File: src/core/tec_defines.svh
`ifndef TEC_DEFINES_SVH
`define TEC_DEFINES_SVH
`define TEC_OFF_CTRL 12'h000
`define TEC_OFF_TIMER 12'h004
`define TEC_OFF_STATUS 12'h008
`define TEC_OFF_MASK 12'h00c
`define TEC_OFF_PORT 12'h010
// Control bit positions
`define TEC_CTRL_START 0
`define TEC_CTRL_EDGE 1
`define TEC_CTRL_SRC_LO 2
`define TEC_CTRL_SRC_HI 3
`define TEC_CTRL_DIR_EXT 4
`define TEC_CTRL_DIR_DOWN 5
`define TEC_CTRL_FREERUN 6
`define TEC_CTRL_PULSE 7
`define TEC_CTRL_IN_COUNT 8
`define TEC_CTRL_TWO_PHASE 9
`define TEC_CTRL_W 10
`define TEC_CTRL_RST 10'h000
// Status bit positions
`define TEC_ST_OVF 0
`define TEC_ST_UNF 1
`define TEC_TIMER_RST 16'hffff
`endif

File: src/core/tec_pkg.sv
package tec_pkg;
  typedef enum logic [1:0] {
    TEC_SRC_PIN = 2'h0,
    TEC_SRC_TB2 = 2'h1,
    TEC_SRC_NEIGH = 2'h2
  } tec_src_t;

  typedef struct packed {
    logic [9:0] ctrl;
    logic [15:0] count;
    logic [15:0] reload;
    logic [1:0] status;
    logic [1:0] mask;
    logic port_out;
    logic port_oe;
    logic pulse;
    logic [2:0] in_sync;
    logic [2:0] dir_sync;
    logic in_prev;
    logic irq;
    logic pready;
    logic [31:0] prdata;
  } tec_state_t;
endpackage : tec_pkg

File: src/core/tec_event_counter.sv
// The APB slave port and the register addresses were left to the implementer.
`include "tec_defines.svh"
module tec_event_counter
  import tec_pkg::*;
#(
  parameter int CHANNEL = 2
) (
  // APB
  input wire logic pclk,
  input wire logic presetn,
  input wire logic psel,
  input wire logic penable,
  input wire logic pwrite,
  input wire logic [11:0] paddr,
  input wire logic [31:0] pwdata,
  output logic [31:0] prdata,
  output logic pready,
  output logic pslverr,
  // Count sources
  input wire logic count_input_pin,
  input wire logic timer_b2_ovf,
  input wire logic neighbour_timer_channel_ovf,
  // Output pin, doubling as direction input
  input wire logic pulse_output_pin_in,
  output logic pulse_output_pin_out,
  output logic pulse_output_pin_oe,
  // Events
  output logic overflow_pulse,
  output logic irq
);
  localparam bit TWO_PHASE_OK = (CHANNEL >= 2);

  tec_state_t s_r;
  tec_state_t s_nxt;
  logic ovf_r;
  logic pin_out_r;
  logic pin_oe_r;
  logic pin_out_nxt;
  logic pin_oe_nxt;

  logic wr;
  logic rd;
  logic in_level;
  logic dir_ext_down;
  logic edge_hit;
  logic tick;
  logic down;
  logic running;
  logic wrap;

  assign wr = psel && penable && pwrite && s_r.pready;
  assign rd = psel && !penable && !pwrite;

  always_comb begin
    in_level = s_r.in_sync[2];
    dir_ext_down = s_r.dir_sync[2];
    running = s_r.ctrl[`TEC_CTRL_START];
    // Edge counted once stages two and three agree on the new level
    edge_hit = (s_r.in_sync[1] == s_r.in_sync[2]) && (in_level != s_r.in_prev) &&
      (in_level == !s_r.ctrl[`TEC_CTRL_EDGE]) && s_r.ctrl[`TEC_CTRL_IN_COUNT];
    unique case (tec_src_t'(s_r.ctrl[`TEC_CTRL_SRC_HI:`TEC_CTRL_SRC_LO]))
      TEC_SRC_PIN: tick = edge_hit;
      TEC_SRC_TB2: tick = timer_b2_ovf;
      TEC_SRC_NEIGH: tick = neighbour_timer_channel_ovf;
      default: tick = 1'b0;
    endcase
    down = s_r.ctrl[`TEC_CTRL_DIR_EXT] ? dir_ext_down : s_r.ctrl[`TEC_CTRL_DIR_DOWN];
    wrap = running && tick && (down ? (s_r.count == 16'h0000) :
      (s_r.count == 16'hffff));
  end

  always_comb begin
    s_nxt = s_r;
    s_nxt.in_sync = {s_r.in_sync[1:0], count_input_pin};
    s_nxt.dir_sync = {s_r.dir_sync[1:0], pulse_output_pin_in};
    if (s_r.in_sync[1] == s_r.in_sync[2]) begin
      s_nxt.in_prev = in_level;
    end
    if (running && tick) begin
      if (wrap && !s_r.ctrl[`TEC_CTRL_FREERUN]) begin
        s_nxt.count = s_r.reload;
      end else if (down) begin
        s_nxt.count = s_r.count - 16'h0001;
      end else begin
        s_nxt.count = s_r.count + 16'h0001;
      end
    end
    if (wrap && !down && s_r.ctrl[`TEC_CTRL_PULSE]) begin
      s_nxt.pulse = !s_r.pulse;
    end
    s_nxt.pready = psel && !penable;
    if (wr) begin
      unique case (paddr)
        `TEC_OFF_CTRL: begin
          s_nxt.ctrl = pwdata[`TEC_CTRL_W-1:0];
          s_nxt.ctrl[`TEC_CTRL_TWO_PHASE] = pwdata[`TEC_CTRL_TWO_PHASE] && TWO_PHASE_OK;
        end
        `TEC_OFF_TIMER: begin
          s_nxt.reload = pwdata[15:0];
          if (!running) begin
            s_nxt.count = pwdata[15:0];
          end
        end
        `TEC_OFF_STATUS: s_nxt.status = s_r.status & ~pwdata[1:0];
        `TEC_OFF_MASK: s_nxt.mask = pwdata[1:0];
        `TEC_OFF_PORT: begin
          s_nxt.port_out = pwdata[0];
          s_nxt.port_oe = pwdata[1];
        end
        default: ;
      endcase
    end
    // Set wins over a same-cycle clear
    if (wrap && !down) begin
      s_nxt.status[`TEC_ST_OVF] = 1'b1;
    end
    if (wrap && down) begin
      s_nxt.status[`TEC_ST_UNF] = 1'b1;
    end
    s_nxt.irq = |(s_nxt.status & s_nxt.mask);
    if (rd) begin
      unique case (paddr)
        `TEC_OFF_CTRL: s_nxt.prdata = {22'h0, s_r.ctrl};
        `TEC_OFF_TIMER: s_nxt.prdata = {16'h0, s_r.count};
        `TEC_OFF_STATUS: s_nxt.prdata = {30'h0, s_r.status};
        `TEC_OFF_MASK: s_nxt.prdata = {30'h0, s_r.mask};
        `TEC_OFF_PORT: s_nxt.prdata = {29'h0, in_level, s_r.port_oe, s_r.port_out};
        default: s_nxt.prdata = 32'h0;
      endcase
    end
  end

  always_ff @(posedge pclk or negedge presetn) begin
    if (!presetn) begin
      s_r <= '0;
      s_r.ctrl <= `TEC_CTRL_RST;
      s_r.count <= `TEC_TIMER_RST;
      s_r.reload <= `TEC_TIMER_RST;
      ovf_r <= 1'b0;
      pin_out_r <= 1'b0;
      pin_oe_r <= 1'b0;
    end else begin
      s_r <= s_nxt;
      ovf_r <= wrap;
      pin_out_r <= pin_out_nxt;
      pin_oe_r <= pin_oe_nxt;
    end
  end

  always_comb begin
    prdata = s_r.prdata;
    pready = s_r.pready;
    pslverr = 1'b0;
    irq = s_r.irq;
    overflow_pulse = ovf_r;
    pulse_output_pin_out = pin_out_r;
    pulse_output_pin_oe = pin_oe_r;
  end

  // Pin select: pulse output, direction input or general I/O
  always_comb begin
    if (s_r.ctrl[`TEC_CTRL_PULSE]) begin
      pin_out_nxt = s_r.pulse;
      pin_oe_nxt = 1'b1;
    end else if (s_r.ctrl[`TEC_CTRL_DIR_EXT]) begin
      pin_out_nxt = 1'b0;
      pin_oe_nxt = 1'b0;
    end else begin
      pin_out_nxt = s_r.port_out;
      pin_oe_nxt = s_r.port_oe;
    end
  end

  a_reload_wrap: assert property (@(posedge pclk) disable iff (!presetn)
    wrap && !s_r.ctrl[`TEC_CTRL_FREERUN] |=> s_r.count == $past(s_r.reload))
    else $error("count not reloaded on wrap");
  a_freerun_wrap: assert property (@(posedge pclk) disable iff (!presetn)
    wrap && s_r.ctrl[`TEC_CTRL_FREERUN] && !down |=> s_r.count == 16'h0000)
    else $error("free-run up wrap not to zero");
  a_stop_hold: assert property (@(posedge pclk) disable iff (!presetn)
    !running && !wr |=> s_r.count == $past(s_r.count))
    else $error("count moved while stopped");
  a_irq_follows: assert property (@(posedge pclk) disable iff (!presetn)
    wrap && !down && s_r.mask[`TEC_ST_OVF] |=> irq)
    else $error("overflow gave no irq");
  a_write_stopped: assert property (@(posedge pclk) disable iff (!presetn)
    wr && paddr == `TEC_OFF_TIMER && !running |=> s_r.count == $past(pwdata[15:0]))
    else $error("stopped write missed counter");
  a_write_running: assert property (@(posedge pclk) disable iff (!presetn)
    wr && paddr == `TEC_OFF_TIMER && running && !tick |=>
      s_r.count == $past(s_r.count) && s_r.reload == $past(pwdata[15:0]))
    else $error("running write touched counter");
  a_pulse_toggle: assert property (@(posedge pclk) disable iff (!presetn)
    wrap && !down && s_r.ctrl[`TEC_CTRL_PULSE] |=> s_r.pulse != $past(s_r.pulse))
    else $error("pulse output did not invert");
  a_read_count: assert property (@(posedge pclk) disable iff (!presetn)
    rd && paddr == `TEC_OFF_TIMER |=> prdata[15:0] == $past(s_r.count))
    else $error("read did not return count");
  a_up_step: assert property (@(posedge pclk) disable iff (!presetn)
    running && tick && !down && !wrap && !wr |=> s_r.count == $past(s_r.count) + 16'h0001)
    else $error("up count step wrong");
endmodule : tec_event_counter

File: config.mk
export PLATFORM = sky130hd
export DESIGN_NAME = tec_event_counter
export DESIGN_NICKNAME = d
export VERILOG_FILES = /design/src/core/tec_pkg.sv /design/src/core/tec_event_counter.sv
export VERILOG_INCLUDE_DIRS = /design/src /design/src/core
export SDC_FILE = /design/constraint.sdc
export NUM_CORES = 1
export LEC_CHECK = 0
export BUFFER_PORTS_ARGS = -buffer_cell sky130_fd_sc_hd__buf_2
export CAP_MARGIN = 20
export CORE_MARGIN = 3
export CORE_UTILIZATION = 56
export DETAILED_ROUTE_END_ITERATION = 8
export GPL_ROUTABILITY_DRIVEN = 1
export PLACE_DENSITY = 0.79
export SKIP_CTS_REPAIR_TIMING = 1
export SLEW_MARGIN = 20
export SYNTH_ARGS = -nofsm -noshare
export SYNTH_HDL_FRONTEND = slang
export SYNTH_SLANG_ARGS = --single-unit
File: constraint.sdc
create_clock -name pclk -period 2.8 [get_ports pclk]
set_input_delay 0.42 -clock pclk [delete_from_list [all_inputs] [get_ports pclk]]
set_output_delay 0.42 -clock pclk [all_outputs]
set_load 0.02 [all_outputs]
==> results.toml <==
[timing]
slew_viol_final = 0
rsz0062_at_grt = "no"
slew-limit-headroom_pct = 38.32
clock.fmax_mhz = 376.4
hold_viol = 0
min_period_ns = 2.657
finClkSkew_ns = 0.009593
tightest_slew_ns = 0.9252
final.setup.tns_ns = 0
fin_crit_sh_pct = 94.88
setup-violations-final = 0
hold_slack_ns = 0.1719

[synthesis]
yosys_most_used_dff = "dfrtp_1"
synthArstFlopShare_pct = 100.0
syn_avg_cell_area_um2 = 10.62
ys_seq_area_share_pct = 43.58
synth_mux_area_share_pct = 9.648
synth-seq-cells = 77
synth_edf_count = 0
synth-simple-area-share_pct = 14.17
syn_area_um2 = 4513
ys_types = 74
ys_warn_count = 0
syn_inst = 425
synth_compound_area_share_pct = 17.36
yosys.area_share.adder_pct = 4.547
synthXorXnorAreaFrac_pct = 2.911
synth_top_family_by_area = "compound AO/OA/AOI/OAI gates"

[clock_tree]
tritoncts = "built"
max-clock-path-buffers = 2
cts.htree.levels = 3
cts_buffers = 9
path_clk_slew_ns = 0.08
cts_root_buffer = "clkbuf_8"
clock_sinks = 77
clock_latency_ns = 0.36

[pwr]
powerDensity_nw_per_um2 = 417.9
vdd_drop_max_mv = 0.1990
p_leak_nw = 2.229
total_power_w = 0.002063

[critical_path]
cp.arrival_ns = 2.94
reg2reg_depth = 9
startpoint_type = "flip-flop"
cp-end-kind = "flip-flop"
crit_path_max_incr_delay_ns = 0.44
cp-startpoint = "s_r[84]$_DFFE_PN0P_"
crit_slowest_cell = "fa_1"
crit_path_max_fanout = 14
critPathKind = "reg -> reg"
cp.required_ns = 3.08
cp_cell_sequence = "mux2_4, fa_1, a21o_1, a221oi_4, o21bai_1, a31oi_1, xnor2_1, mux2i_1, o21ai_1"
cp-endpoint = "s_r[78]$_DFF_PN1_"
reg2reg_setup_slack_ns = 0.14
r2r_start = "s_r[84]$_DFFE_PN0P_"
rr_endpoint = "s_r[78]$_DFF_PN1_"

[route]
wirelength_um = 10200
route.vias.total = 3494
wl_per_cell_um = 17.70
drt_iter0_drc = 251
via_per_inst = 6.066
drc = 0
first_pass_iters = 7
antenna_left = 0

[final_layout]
nets = 537
syn_to_final_growth_pct = 9.371
stdcell_count = 576
fill_cells = 635
diodes = 0
multiInputGateArea_um2 = 2283
seqCellArea_um2 = 1967
post-route-util_pct = 63.55
drive_gt1_share_pct = 35.65

[global_route]
grt_use_total_pct = 23.35
grt_pass1_vias = 3395
grt-ovfl-total = 0
grt_max_degree = 78
grt_pass1_wl_um = 16410
grt_antenna_before_repair = 0

[placed_design]
dp_hpwl_um = 7203
place.port_buffers = 57
dp_cells = 560
gp_congestion = 0.8938

[die]
start_util_pct = 58.10
core_um2 = 7767
pin_count = 91
dieArea_um2 = 9172
fp.dieW_um = 95.77
fp.dieH_um = 95.77
num_rows = 32

[run_status]
status = "finished clean"

[flow_run]
drv_cap = 0

[hold_path]
min_path_type = "in -> reg"
-- registers in the layout (all words and copies together) (netlist names) --
name and cells:
s_r 49, prdata 16, s_nxt 4, dir_ext_down 1, in_level 1, irq 1, overflow_pulse 1, pready 1
pulse_output_pin_oe 1, pulse_output_pin_out 1, running 1
-- logic make-up (layout without fill, tap and decap cells) --
family,Yosys count,after routing
fa+ha+maj,16,16
buf+inv,55,88
mux,39,39
compound gates,107,107
flops,77,77
other cells,1,17
simple gates,115,115
xor+xnor,15,15
-- final cells by class --
type	instances	area share (%)
clock buffer	10	2.586
clock inverter	6	1.293
inverter	9	0.6844
multi-input combinational	309	46.26
sequential	77	39.85
tap	102	2.586
timing repair buffer	63	6.743
-- worst max-delay path, delay by kind of cell (launching register included) --
| family | cells | cell delay (ns) |
|---|---|---|
| AO/OA/AOI/OAI | 5 | 1.08 |
| XOR/XNOR | 1 | 0.14 |
| adder cells (fa/ha/maj) | 1 | 0.44 |
| flip-flops | 1 | 0.42 |
| multiplexers | 2 | 0.50 |
-- layer usage --
metal | vias up | GRT usage, % | routed length, um
met5 | - | 0 | 0
met4 | 0 | 7.464 | 144
met3 | 16 | 4.300 | 675
met2 | 145 | 37.87 | 4761
met1 | 1723 | 31.76 | 4615
li1 | 1610 | - | -
-- cells in the final DEF (no fill, tap or decap), types with 8 or more instances in the layout --
cell / instances
dfstp_2: 32
xnor2_1: 10
inv_1: 9
o21ai_1: 8
a21oi_1: 16
ha_1: 12
a21o_1: 8
buf_2: 56
nand2_1: 46
dfrtp_1: 45
o21ai_0: 22
mux2_2: 31
conb_1: 17
a22oi_1: 9
nor2_1: 18
clkbuf_8: 9
-- per-stage QoR --
| stage | area [um2] | worst slack (ns) |
|---|---|---|
| final | 4936 | 0.1435 |
| after global routing | 4936 | 0.01458 |
| after CTS | 4911 | 0.1239 |
| after detailed placement | 4720 | 0.1695 |
| after global placement | 4720 | 0.1886 |
| after floorplan | 4573 | 0.3431 |
-- where the power goes --
group / internal, W / total, W / switching, W
registers: 0.00112 / 0.00113 / 0.00000502
logic: 0.0000297 / 0.000102 / 0.0000725
clock network: 0.000410 / 0.000835 / 0.000424
total: 0.00156 / 0.00206 / 0.000502
-- how the worst min path moves through the flow --
stage | cells past startpoint | startpoint | slack (ns) | end
2_1_floorplan | 0 | presetn | 0.12 | dir_ext_down$_DFF_PN0_
3_3_place_gp | 0 | s_nxt[39]$_DFF_PN0_ | 0.34 | s_nxt[40]$_DFF_PN0_
3_5_place_dp | 0 | s_nxt[39]$_DFF_PN0_ | 0.34 | s_nxt[40]$_DFF_PN0_
4_1_cts | 1 | pulse_output_pin_in | 0.16 | s_nxt[36]$_DFF_PN0_
5_1_grt | 1 | count_input_pin | 0.17 | s_nxt[39]$_DFF_PN0_
6_report | 1 | pulse_output_pin_in | 0.17 | s_nxt[36]$_DFF_PN0_
-- synth_stat cells (all sizes together) (5+ instances only) --
cell / instances / area, um2
nand2: 47 / 178.9
dfrtp: 45 / 1126
buf: 40 / 291.5
mux2: 33 / 375.3
dfstp: 32 / 840.8
o21ai: 30 / 150.1
nor2: 22 / 108.9
a21oi: 18 / 97.60
ha: 14 / 175.2
xnor2: 10 / 87.58
a22oi: 9 / 67.56
inv: 9 / 33.78
a21o: 8 / 60.06
nand4: 7 / 43.79
a222oi: 6 / 60.06
clkbuf: 6 / 22.52
mux2i: 6 / 60.06
nand3: 6 / 30.03
nor3: 5 / 36.29
xor2: 5 / 43.79
(Power assumes the default switching activity.)
